File: src/hdl/sto_gate_defs.vh
// constants for the safe torque off gating block
`ifndef SAFE_TORQUE_OFF_DEFS_VH
`define SAFE_TORQUE_OFF_DEFS_VH

// ----------------------------------------------------------------------
// clock and timing
// ----------------------------------------------------------------------
`define CLK_FREQ_HZ       50000000
`define FILTER_LEN        8
`define BRAKE_RESP_MS     30
`define NOBRAKE_RESP_MS   5
`define READY_DELAY_MS    400
`define READY_DELAY_CYC   ((`READY_DELAY_MS * (`CLK_FREQ_HZ / 1000)))
`define BRAKE_RESP_CYC    ((`BRAKE_RESP_MS * (`CLK_FREQ_HZ / 1000)))
`define NOBRAKE_RESP_CYC  ((`NOBRAKE_RESP_MS * (`CLK_FREQ_HZ / 1000)))

// ----------------------------------------------------------------------
// fault code bit positions (sub-codes .0 to .5)
// ----------------------------------------------------------------------
`define FLT_TRIGGER       0
`define FLT_MISMATCH      1
`define FLT_SUPPLY        2
`define FLT_INPUT_CKT     3
`define FLT_BUFFER_CKT    4
`define FLT_NOISE         5
`define FLT_WIDTH         6

`endif

File: src/hdl/safe_torque_off_gate.v
// safe torque off gating, supervision and restart sequencing
//
// Contract
// - pwm passes only while both filtered requests are high.
// - with fault_on_trigger_select set, trigger logs fault; clears on release plus reset.
// - exactly one request low raises the mismatch fault.
// - logic supply over or under voltage forces torque off and supply fault.
// - input circuit, buffer circuit and noisy input faults force torque off.
// - braked motor: drive disabled within 30 ms of either request dropping.
// - unbraked motor: drive disabled within 5 ms of either request dropping.
// - monitor output active only when both requests are low.
// - monitor uses filtered requests; monitor active always blocks pwm.
// - pwm held off during power-on and until initialisation completes.
// - auto exit only with requests high, run command off, no dangerous fault.
// - any request restored high clears monitor immediately; servo ready stays off.
// - both restored: ready and operation after 400 ms, then pwm when commanded.
`timescale 1ns/10ps
`include "sto_gate_defs.vh"

module safe_torque_off_gate #(
  parameter FILTER_LEN      = `FILTER_LEN,
  parameter READY_DELAY_CYC = `READY_DELAY_CYC,
  parameter PWM_WIDTH       = 6
) (
  // clock, reset, enable
  input  wire                  sys_clk,
  input  wire                  rst,
  input  wire                  clk_en,
  // safety contacts
  input  wire                  torque_off_request_a,
  input  wire                  torque_off_request_b,
  // drive control
  input  wire                  init_done,
  input  wire                  servo_on_cmd,
  input  wire                  fault_on_trigger_select,
  input  wire                  fault_reset,
  input  wire [PWM_WIDTH-1:0]  pwm_in,
  // supervision inputs
  input  wire                  supply_5v_bad,
  input  wire                  input_ckt_bad,
  input  wire                  buffer_ckt_bad,
  // outputs
  output reg  [PWM_WIDTH-1:0]  pwm_out,
  output reg                   pwm_buffer_en,
  output reg                   safe_torque_off,
  output reg                   external_monitor_output,
  output reg                   servo_ready,
  output reg                   servo_running,
  output reg  [`FLT_WIDTH-1:0] fault_code
);

  localparam CW = 32;

  // sequencer state codes
  localparam [1:0] ST_INIT = 2'h0;
  localparam [1:0] ST_SAFE = 2'h1;
  localparam [1:0] ST_WAIT = 2'h2;
  localparam [1:0] ST_RUN  = 2'h3;

  // ----------------------------------------------------------------------
  // request filters
  // ----------------------------------------------------------------------
  wire [1:0] raw_req;
  reg  [1:0] sync1_q;
  reg  [1:0] sync2_q;
  reg  [1:0] filt_q;
  reg  [1:0] noisy_q;
  assign raw_req = {torque_off_request_b, torque_off_request_a};

  genvar gi;
  generate
    for (gi = 0; gi < 2; gi = gi + 1) begin : g_filt
      reg [7:0] cnt_q;
      // two-stage sync then stable-count debounce
      always @(posedge sys_clk) begin
        if (rst) begin
          sync1_q[gi] <= 1'b0;
          sync2_q[gi] <= 1'b0;
          filt_q[gi]  <= 1'b0;
          noisy_q[gi] <= 1'b0;
          cnt_q       <= 8'h00;
        end else if (clk_en) begin
          sync1_q[gi] <= raw_req[gi];
          sync2_q[gi] <= sync1_q[gi];
          noisy_q[gi] <= 1'b0;
          if (sync2_q[gi] == filt_q[gi]) begin
            cnt_q <= 8'h00;
          end else if (cnt_q >= FILTER_LEN[7:0] - 8'h01) begin
            filt_q[gi] <= sync2_q[gi];
            cnt_q      <= 8'h00;
          end else begin
            cnt_q <= cnt_q + 8'h01;
          end
          // input toggled back before settling: chatter
          if (sync2_q[gi] == filt_q[gi] && cnt_q != 8'h00) begin
            noisy_q[gi] <= 1'b1;
          end
        end
      end
    end
  endgenerate

  // ----------------------------------------------------------------------
  // filter priming
  // ----------------------------------------------------------------------
  // filters reset low while closed contacts idle high: without this the
  // monitor would report a false cut for a few cycles after every reset
  reg [1:0] fill_q;
  reg       primed_q;
  always @(posedge sys_clk) begin
    if (rst) begin
      fill_q   <= 2'h0;
      primed_q <= 1'b0;
    end else if (clk_en) begin
      fill_q <= {fill_q[0], 1'b1};
      if (fill_q[1] && sync2_q == filt_q) begin
        primed_q <= 1'b1;
      end
    end
  end

  // ----------------------------------------------------------------------
  // combinational conditions
  // ----------------------------------------------------------------------
  wire both_high  = filt_q[0] & filt_q[1];
  wire both_low   = ~filt_q[0] & ~filt_q[1];
  wire mismatch   = filt_q[0] ^ filt_q[1];
  wire hw_fault   = supply_5v_bad | input_ckt_bad | buffer_ckt_bad | (|noisy_q);
  wire [`FLT_WIDTH-1:0] dangerous;
  reg  [1:0]     state_q;
  reg  [CW-1:0]  dly_q;
  reg            rst_edge_q;
  reg            init_q;
  wire           reset_rise = fault_reset & ~rst_edge_q;
  assign dangerous = fault_code & ~(`FLT_WIDTH'h01 << `FLT_TRIGGER);

  // ----------------------------------------------------------------------
  // fault latches: set wins over reset
  // ----------------------------------------------------------------------
  reg [`FLT_WIDTH-1:0] set_v;
  reg [`FLT_WIDTH-1:0] clr_v;
  always @* begin
    set_v = {`FLT_WIDTH{1'b0}};
    set_v[`FLT_TRIGGER]    = fault_on_trigger_select & ~both_high & init_q;
    set_v[`FLT_MISMATCH]   = mismatch;
    set_v[`FLT_SUPPLY]     = supply_5v_bad;
    set_v[`FLT_INPUT_CKT]  = input_ckt_bad;
    set_v[`FLT_BUFFER_CKT] = buffer_ckt_bad;
    set_v[`FLT_NOISE]      = |noisy_q;
    clr_v = {`FLT_WIDTH{1'b0}};
    // trigger fault clears only once both requests are withdrawn
    if (reset_rise) begin
      clr_v = {`FLT_WIDTH{1'b1}};
      clr_v[`FLT_TRIGGER] = both_high;
    end
  end

  always @(posedge sys_clk) begin
    if (rst) begin
      fault_code <= {`FLT_WIDTH{1'b0}};
      rst_edge_q <= 1'b0;
    end else if (clk_en) begin
      rst_edge_q <= fault_reset;
      fault_code <= (fault_code & ~clr_v) | set_v;
    end
  end

  // ----------------------------------------------------------------------
  // sequencer: init, safe, restart wait, run
  // ----------------------------------------------------------------------
  reg [1:0] state_d;
  always @* begin
    state_d = state_q;
    case (state_q)
      ST_INIT: if (init_q) state_d = ST_SAFE;
      ST_SAFE: begin
        // exit needs requests high, command off, no dangerous fault
        if (both_high && !servo_on_cmd && dangerous == {`FLT_WIDTH{1'b0}} &&
            !hw_fault && !set_v[`FLT_TRIGGER] && !fault_code[`FLT_TRIGGER]) begin
          state_d = ST_WAIT;
        end
      end
      ST_WAIT: begin
        // any drop or live hardware fault restarts the wait from safe
        if (!both_high || hw_fault) state_d = ST_SAFE;
        else if (dly_q >= READY_DELAY_CYC - 1) state_d = ST_RUN;
      end
      ST_RUN: if (!both_high || hw_fault) state_d = ST_SAFE;
      default: state_d = ST_INIT;
    endcase
  end

  always @(posedge sys_clk) begin
    if (rst) begin
      state_q <= ST_INIT;
      dly_q   <= {CW{1'b0}};
      init_q  <= 1'b0;
    end else if (clk_en) begin
      init_q  <= init_done;
      state_q <= state_d;
      dly_q   <= (state_q == ST_WAIT && state_d == ST_WAIT) ? dly_q + 1'b1 : {CW{1'b0}};
    end
  end

  // ----------------------------------------------------------------------
  // registered outputs
  // ----------------------------------------------------------------------
  wire run_ok = (state_d == ST_RUN);
  always @(posedge sys_clk) begin
    if (rst) begin
      pwm_out                 <= {PWM_WIDTH{1'b0}};
      pwm_buffer_en           <= 1'b0;
      safe_torque_off         <= 1'b1;
      external_monitor_output <= 1'b0;
      servo_ready             <= 1'b0;
      servo_running           <= 1'b0;
    end else if (clk_en) begin
      external_monitor_output <= both_low & primed_q;
      servo_ready             <= run_ok;
      servo_running           <= run_ok & servo_on_cmd;
      safe_torque_off         <= ~run_ok;
      // gate requires both requests high, init done, no monitor
      pwm_buffer_en <= run_ok & both_high & init_q;
      pwm_out       <= (run_ok && both_high && init_q && servo_on_cmd) ?
                       pwm_in : {PWM_WIDTH{1'b0}};
    end
  end

endmodule

File: config.mk
export PLATFORM = sky130hd
export DESIGN_NAME = safe_torque_off_gate
export DESIGN_NICKNAME = d
export VERILOG_FILES = /design/src/hdl/safe_torque_off_gate.v
export VERILOG_INCLUDE_DIRS = /design/src /design/src/hdl
export SDC_FILE = /design/constraint.sdc
export NUM_CORES = 1
export LEC_CHECK = 0
export CAP_MARGIN = 20
export CORE_MARGIN = 3
export CORE_UTILIZATION = 50
export DETAILED_ROUTE_END_ITERATION = 8
export DONT_BUFFER_PORTS = 1
export RECOVER_POWER = 25
export SETUP_SLACK_MARGIN = 0.3
export SLEW_MARGIN = 25
export SYNTH_ARGS = -nofsm -noshare
export SYNTH_HDL_FRONTEND = slang
export SYNTH_SLANG_ARGS = --single-unit
File: constraint.sdc
create_clock -name sys_clk -period 3.5 [get_ports sys_clk]
set_input_delay 0.35 -clock sys_clk [delete_from_list [all_inputs] [get_ports sys_clk]]
set_output_delay 0.35 -clock sys_clk [all_outputs]
set_load 0.05 [all_outputs]
==> impl_metrics.tcl, run 1 <==
set metrics [dict create \
    ir_worst_vdd_v 0.0002555 \
    synth.distinct_cells 54 \
    fin_ws_ns 1.089 \
    synth_edf_count 0 \
    drc 0 \
    wl_per_cell_um 15.35 \
    rsz0062_at_grt "no" \
    grt_pass1_wl_um 11980 \
    end_kind "flop" \
    grt_max_degree 50 \
    post-dp-hpwl_um 4697 \
    syn2layout_area_growth_pct 7.189 \
    skew_ns 0.004827 \
    slew_headroom_pct 28.05 \
    start_kind "flop" \
    io_buffers 0 \
    drive_gt1_share_pct 7.652 \
    cts_tree "built" \
    fmax_mhz 414.7 \
    tightest_slew_ns 1.075 \
    cts.sinks 80 \
    p_int_mw 1.358 \
    gp_routability_congestion 0.7650 \
    track_usage_pct 19.41 \
    clockBufferDepth 2 \
    pre_cts_ws_ns 1.070 \
    yosys_warnings 0 \
    numPlacedInstances 440 \
    drt_pre_antenna_iters 4 \
    final_util_pct 56.87 \
    crit_type "flop to flop" \
    cp.required_ns 3.71 \
    seq_power_share_pct 54.3 \
    cap_violations 0 \
    fin_tns_setup_ns 0 \
    die_h_um 89.02 \
    outcome "complete, no violations" \
    cts_made_buffers 9 \
    hp-class "primary input to flop" \
    die-width_um 89.02 \
    post-route-cell-area_um2 3694 \
    syn_area_um2 3446 \
    hold_buffers 0 \
    fillers 627 \
    dpl_cell_area_um2 3470 \
    finalCritPeriodShare_pct 68.89 \
    ant_nets 0 \
    htreeDepth 3 \
    finalHoldWorstSlack_ns 0.06075 \
    synth-main-ff-cell "dfxtp_1" \
    via_count 2691 \
    clkPwrFrac_pct 43.3 \
    pwr-share-comb_pct 2.4 \
    swShare_pct 21.39 \
    slew_viol_final 0 \
    final_hold_viol_count 0 \
    clock_insertion_delay_worst_skew_ns 0.35 \
    vias_per_cell 5.901 \
    final_cell_mix "80 x dfxtp_1, 43 x nor3_1, 30 x nor2_1, 26 x nand2_1, 23 x xnor2_1" \
    core_um2 6495 \
    nNetsFinal 399 \
    grt_overflow 0 \
    routed_wl_um 6998 \
    rows 29 \
    p_per_area_nw_per_um2 467.6 \
    antenna_found_initial 0 \
    ys_async_sr_fraction_pct 0 \
    cts_setup_buffers 0 \
    leakage_nw 1.305 \
    seq_area_frac_synth_pct 46.48 \
    syn_inst 382 \
    cts-root-buf "clkbuf_8" \
    synth-seq-cells 80 \
    r2r_setup_slack_ns 1.09 \
    total_power_mw 1.727 \
    hold_depth 1 \
    dieArea_um2 7924 \
    switching_power_uw 369.3 \
    reg2reg_depth 6 \
    final_common_cell "dfxtp_1" \
    io_pins 35 \
    diodes 0 \
    drt_iter0_drc 93 \
    min_period_ns 2.411 \
    start_util_pct 53.05 \
    final_cells 456 \
    arrival_ns 2.62 \
    cp_max_fo 8 \
    grt_pass1_vias 2480 \
    setup_viol 0 \
    synth_nets 407 \
    post_cts_resized 0 \
    clk_pin_slew_ns 0.08 \
    postSynthAreaPerCell_um2 9.020 \
]
## logic make-up after synthesis
group                    after synthesis  synth area share (%)
multiplexers                           9                 2.796
flip-flops                            80                 46.48
AND/OR/NAND/NOR                      169                 25.93
buffers and inverters                 35                 3.958
AO/OA/AOI/OAI                         55                 11.44
adder cells (fa/ha/maj)                7                 2.542
XOR/XNOR                              27                 6.863
## cell usage after synthesis, types with 4 or more instances
library cell	count	share of area, %
inv_1	15	1.6
mux2i_1	7	2.0
nand4_1	7	1.3
ha_1	7	2.5
xor2_1	4	1.0
o21ai_0	9	1.3
and3_1	8	1.5
a21oi_1	12	1.7
nor3_1	43	6.2
a22oi_1	4	0.87
nor2_1	30	3.3
clkbuf_1	15	1.6
a31oi_1	4	0.73
buf_2	4	0.58
nor4_1	7	1.3
xnor2_1	23	5.8
nand2_1	27	2.9
and2_1	6	1.1
nand3b_1	4	0.87
nand3_1	15	2.2
dfxtp_1	80	46
## power groups by stage
stage,Combinational (mW),Sequential [mW],Clock [mW]
finish,0.0413,0.937,0.748
global route,0.0472,0.940,0.810
CTS,0.0412,0.937,0.771
detailed placement,0.0411,0.959,0
global placement,0.0408,0.959,0
floorplan,0.0472,0.956,0
## registers in the layout, indices dropped and copies added, names as in the netlist
register / cells
noisy_q: 2
pwm_out: 6
rst_edge_q: 1
sync2_q: 2
servo_running: 1
g_filt.cnt_q: 16
servo_ready: 1
primed_q: 1
sync1_q: 2
pwm_buffer_en: 1
safe_torque_off: 1
fill_q: 2
external_monitor_output: 1
fault_code: 6
dly_q: 32
state_q: 2
init_q: 1
filt_q: 2
## layout make-up
class                      instances  area, um2  share of cell area (%)
multi-input combinational        267       1710                   46.31
sequential                        80       1602                   43.36
clock buffer                      11      141.4                   3.828
tap                               77      96.34                   2.608
clock inverter                     5      80.08                   2.168
inverter                          15      56.30                   1.524
timing repair buffer               1      7.507                  0.2033
## path summary, 6_finish.rpt
kind                                                         to                       startpoint
worst max-delay path                    pwm_out[0]$_SDFFE_PP0P_           filt_q[0]$_SDFFE_PP0P_
worst min-delay path            g_filt[1].cnt_q[0]$_SDFFE_PP0P_                              rst
worst max register to register          pwm_out[0]$_SDFFE_PP0P_           filt_q[0]$_SDFFE_PP0P_
worst min register to register  g_filt[0].cnt_q[5]$_SDFFE_PP0P_  g_filt[0].cnt_q[5]$_SDFFE_PP0P_
## critical path: stages (launching register included)
cell      delay (ns)
dfxtp_1         0.38
ha_1            0.21
nor4b_1         0.40
nand4b_1        0.25
a311o_1         0.34
o211ai_1        0.50
o21ai_0         0.19
## layer usage
metal | up-vias | track usage, % | share of wire, %
li1 | 1356 | - | -
met1 | 1268 | 28.36 | 52
met2 | 59 | 26.65 | 40
met3 | 8 | 7.097 | 6.6
met4 | 0 | 5.683 | 1.4
met5 | - | 0 | 0
Power figures use the tool's default switching activity.
==> run 2: changes to the inputs <==
Settings changed: ABC_AREA from default to 1.
Clock period 3.5 ns to 2.28 ns, I/O delays scaled along.
==> run 2 against run 1 <==
Register-to-register slack worse by 0.71 ns. Clock-buffer cell count up 1. Clock power up 29%. Global-route usage about the same. Sequential power increased by 54%. Final area rose by 5.1%. Critical endpoint is now safe_torque_off$_SDFFE_PP1P_. Sequential cell count did not move.
==> impl_metrics.tcl, run 2 <==
set metrics [dict create \
    cts.sinks 80 \
    largest_reg_flops 32 \
    routed_wl_um 7700 \
    start_util_pct 51.76 \
    wl_per_cell_um 13.14 \
    outcome "complete, no violations" \
    critical-path-slowest-cell "clkbuf_1" \
    largestRegisters "dly_q x32, g_filt.cnt_q x16" \
    final_hold_viol_count 0 \
    grt_pass1_wl_um 12880 \
    htreeDepth 3 \
    fmax_mhz 526.3 \
    drt_iter0_drc 100 \
    ir_worst_vdd_v 0.0003360 \
    worstPathCellList "clkbuf_1 > inv_1 > nand3_1 > nor2_1 > nand4_1 > o21a_1 > nand4_1 > o21a_1" \
    yosys_warnings 0 \
    fin_tns_setup_ns 0 \
    drive_gt1_share_pct 7.959 \
    hp-class "primary input to flop" \
    io_buffers 0 \
    r2r_setup_slack_ns 0.38 \
    vias_per_cell 5.125 \
    synth_edf_count 0 \
    slew_viol_final 0 \
    die_h_um 90.10 \
    min_period_ns 1.900 \
    rsz0062_at_grt "no" \
    clk_pin_slew_ns 0.08 \
    skew_ns 0.008804 \
    clock_insertion_delay_worst_skew_ns 0.34 \
    final_common_cell "nor2_1" \
    yosysTopAreaCellShare_pct 45.29 \
    final_util_pct 56.85 \
    start_kind "flop" \
    swShare_pct 24.76 \
    cp_max_fo 3 \
    cp.required_ns 2.53 \
    p_int_mw 1.918 \
    fillers 707 \
    grt_max_degree 32 \
    postSynthAreaPerCell_um2 7.444 \
    top_usage_layer "met2" \
    worstReg2RegStart "fault_code[2]$_SDFFE_PP0P_" \
    antenna_found_initial 0 \
    end_kind "flop" \
    clkPwrFrac_pct 37.9 \
    syn_area_um2 3536 \
    cts_made_buffers 9 \
    switching_power_uw 631.0 \
    io_pins 35 \
    cts_tree "built" \
    use_met1_pct 21.69 \
    r2r_end "safe_torque_off$_SDFFE_PP1P_" \
    critPathLaunch "fault_code[2]$_SDFFE_PP0P_" \
    yosys-top-cells-area "dfxtp_1 45%, nand2_1 9.1%, nor2_1 9.0%, inv_1 5.8%, o21ai_0 3.7%" \
    finalHoldWorstSlack_ns 0.01621 \
    synth_common_cells "86 x nand2_1, 85 x nor2_1, 80 x dfxtp_1, 55 x inv_1, 26 x o21ai_0" \
    max_stage_delay_ns 0.52 \
    yosysTopAreaCell "dfxtp_1" \
    via_count 3003 \
    seq_power_share_pct 56.4 \
    core_um2 6832 \
    drc 0 \
    met2_usage_pct 35.47 \
    diodes 0 \
    dieArea_um2 8117 \
    cap_violations 0 \
    clockBufferDepth 2 \
    pwr-share-comb_pct 5.7 \
    die-width_um 90.10 \
    ant_nets 0 \
    cts_setup_buffers 0 \
    finalCritPeriodShare_pct 83.33 \
    final_cell_mix "85 x nor2_1, 83 x nand2_1, 79 x dfxtp_1, 55 x inv_1, 26 x o21ai_0" \
    gp_routability_congestion 0.8497 \
    grt_overflow 0 \
    crit_path_end "safe_torque_off$_SDFFE_PP1P_" \
    leakage_nw 1.502 \
    ys_async_sr_fraction_pct 0 \
    slew_headroom_pct 38.88 \
    syn_inst 475 \
    track_usage_pct 19.41 \
    cts-root-buf "clkbuf_8" \
    arrival_ns 2.15 \
    largest-register "dly_q" \
    grt_pass1_vias 2818 \
    crit_type "flop to flop" \
    total_power_mw 2.549 \
    setup_viol 0 \
    rows 30 \
    p_per_area_nw_per_um2 656.3 \
    drt_pre_antenna_iters 5 \
    synth_nets 500 \
    synth-main-ff-cell "dfxtp_1" \
    tightest_slew_ns 0.9137 \
    grt.met3_usage_pct 4.184 \
    seq_area_frac_synth_pct 45.29 \
    synth.distinct_cells 35 \
    yosysMostFrequentCell "nand2_1" \
    reg2reg_depth 8 \
    syn2layout_area_growth_pct 9.837 \
    nNetsFinal 510 \
    synth-seq-cells 80 \
    post-dp-hpwl_um 5142 \
]
## run 2: changes by cell type in the layout (fill, tap and decap cells not counted), sizes merged, moves of 6 or more
cell,previous run,this run
nor3,43,18
nor2,31,91
and3,8,0
xnor2,23,5
clkbuf,11,19
o21bai,0,7
o21ai,9,27
nand2,27,92
a21oi,12,18
nand4,8,14
inv,15,56
mux2i,7,0
## run 2: kinds of logic (layout without fill, tap and decap cells)
group | count (synthesis) | in the layout | share of synthesized area, %
AND/OR/NAND/NOR | 240 | 242 | 30.43
flip-flops | 80 | 80 | 45.29
buffers and inverters | 72 | 85 | 8.528
AO/OA/AOI/OAI | 63 | 63 | 10.05
XOR/XNOR | 13 | 13 | 3.220
adder cells (fa/ha/maj) | 7 | 7 | 2.477
## run 2: timing repair
item                                   4_1_cts  5_1_grt
setup endpoints to repair                   14       29
resized for setup                            1        8
endpoints found under the hold margin       24        0
hold buffers                                 5        0
pin swaps                                    0        1
cloned                                       0        2
## run 2: through the flow
stage	worst slack [ns]	std cells	area, um2
3_5_place_dp	0.2906	563	3625
5_1_grt	0.3121	586	3884
6_report	0.3800	586	3884
4_1_cts	0.3938	584	3864
3_3_place_gp	0.3638	563	3625
2_1_floorplan	0.6369	475	3536
## run 2: routing by layer
layer  vias to the layer above  routed length (um)
met5                         -                   0
met3                        12                 244
met2                        41                3928
met1                      1404                3393
li1                       1546                   -
met4                         0                 133
## run 2: power by group through the flow
stage / Combinational [mW] / Clock, mW / Sequential (mW)
after floorplan: 0.0997 / 0 / 1.49
after global placement: 0.128 / 0 / 1.47
after detailed placement: 0.130 / 0 / 1.47
after CTS: 0.148 / 0.997 / 1.44
after global routing: 0.164 / 1.06 / 1.44
final: 0.146 / 0.966 / 1.44
## run 2: layout make-up
type                            instances  area (um2)  area share [%]
Timing Repair Buffer                   13       83.83           2.159
Clock buffer                           12       155.1           3.995
Multi-Input combinational cell        325        1683           43.33
Tap cell                               96       120.1           3.093
Clock inverter                          4       28.78          0.7410
Sequential cell                        80        1603           41.27
Inverter                               56       210.2           5.412
## run 2: worst max-delay path: cells and delay by family (launching register included)
family | cells | cell delay [ns]
compound gates | 2 | 0.39
buf+inv | 2 | 0.64
flops | 1 | 0.31
simple gates | 4 | 0.47
## run 2: how the worst min path moves through the flow
stage / startpoint / end / slack, ns / cells after the start
2_1_floorplan: init_done / init_q$_SDFFE_PP0P_ / 0.36 / 2
3_3_place_gp: rst / fault_code[5]$_SDFFE_PP0P_ / 0.30 / 1
3_5_place_dp: rst / fault_code[2]$_SDFFE_PP0P_ / 0.30 / 1
4_1_cts: clk_en / fill_q[0]$_SDFFE_PP0P_ / 0.0008 / 2
5_1_grt: buffer_ckt_bad / fault_code[4]$_SDFFE_PP0P_ / 0.003 / 2
6_report: torque_off_request_a / sync1_q[0]$_SDFFE_PP0P_ / 0.02 / 2
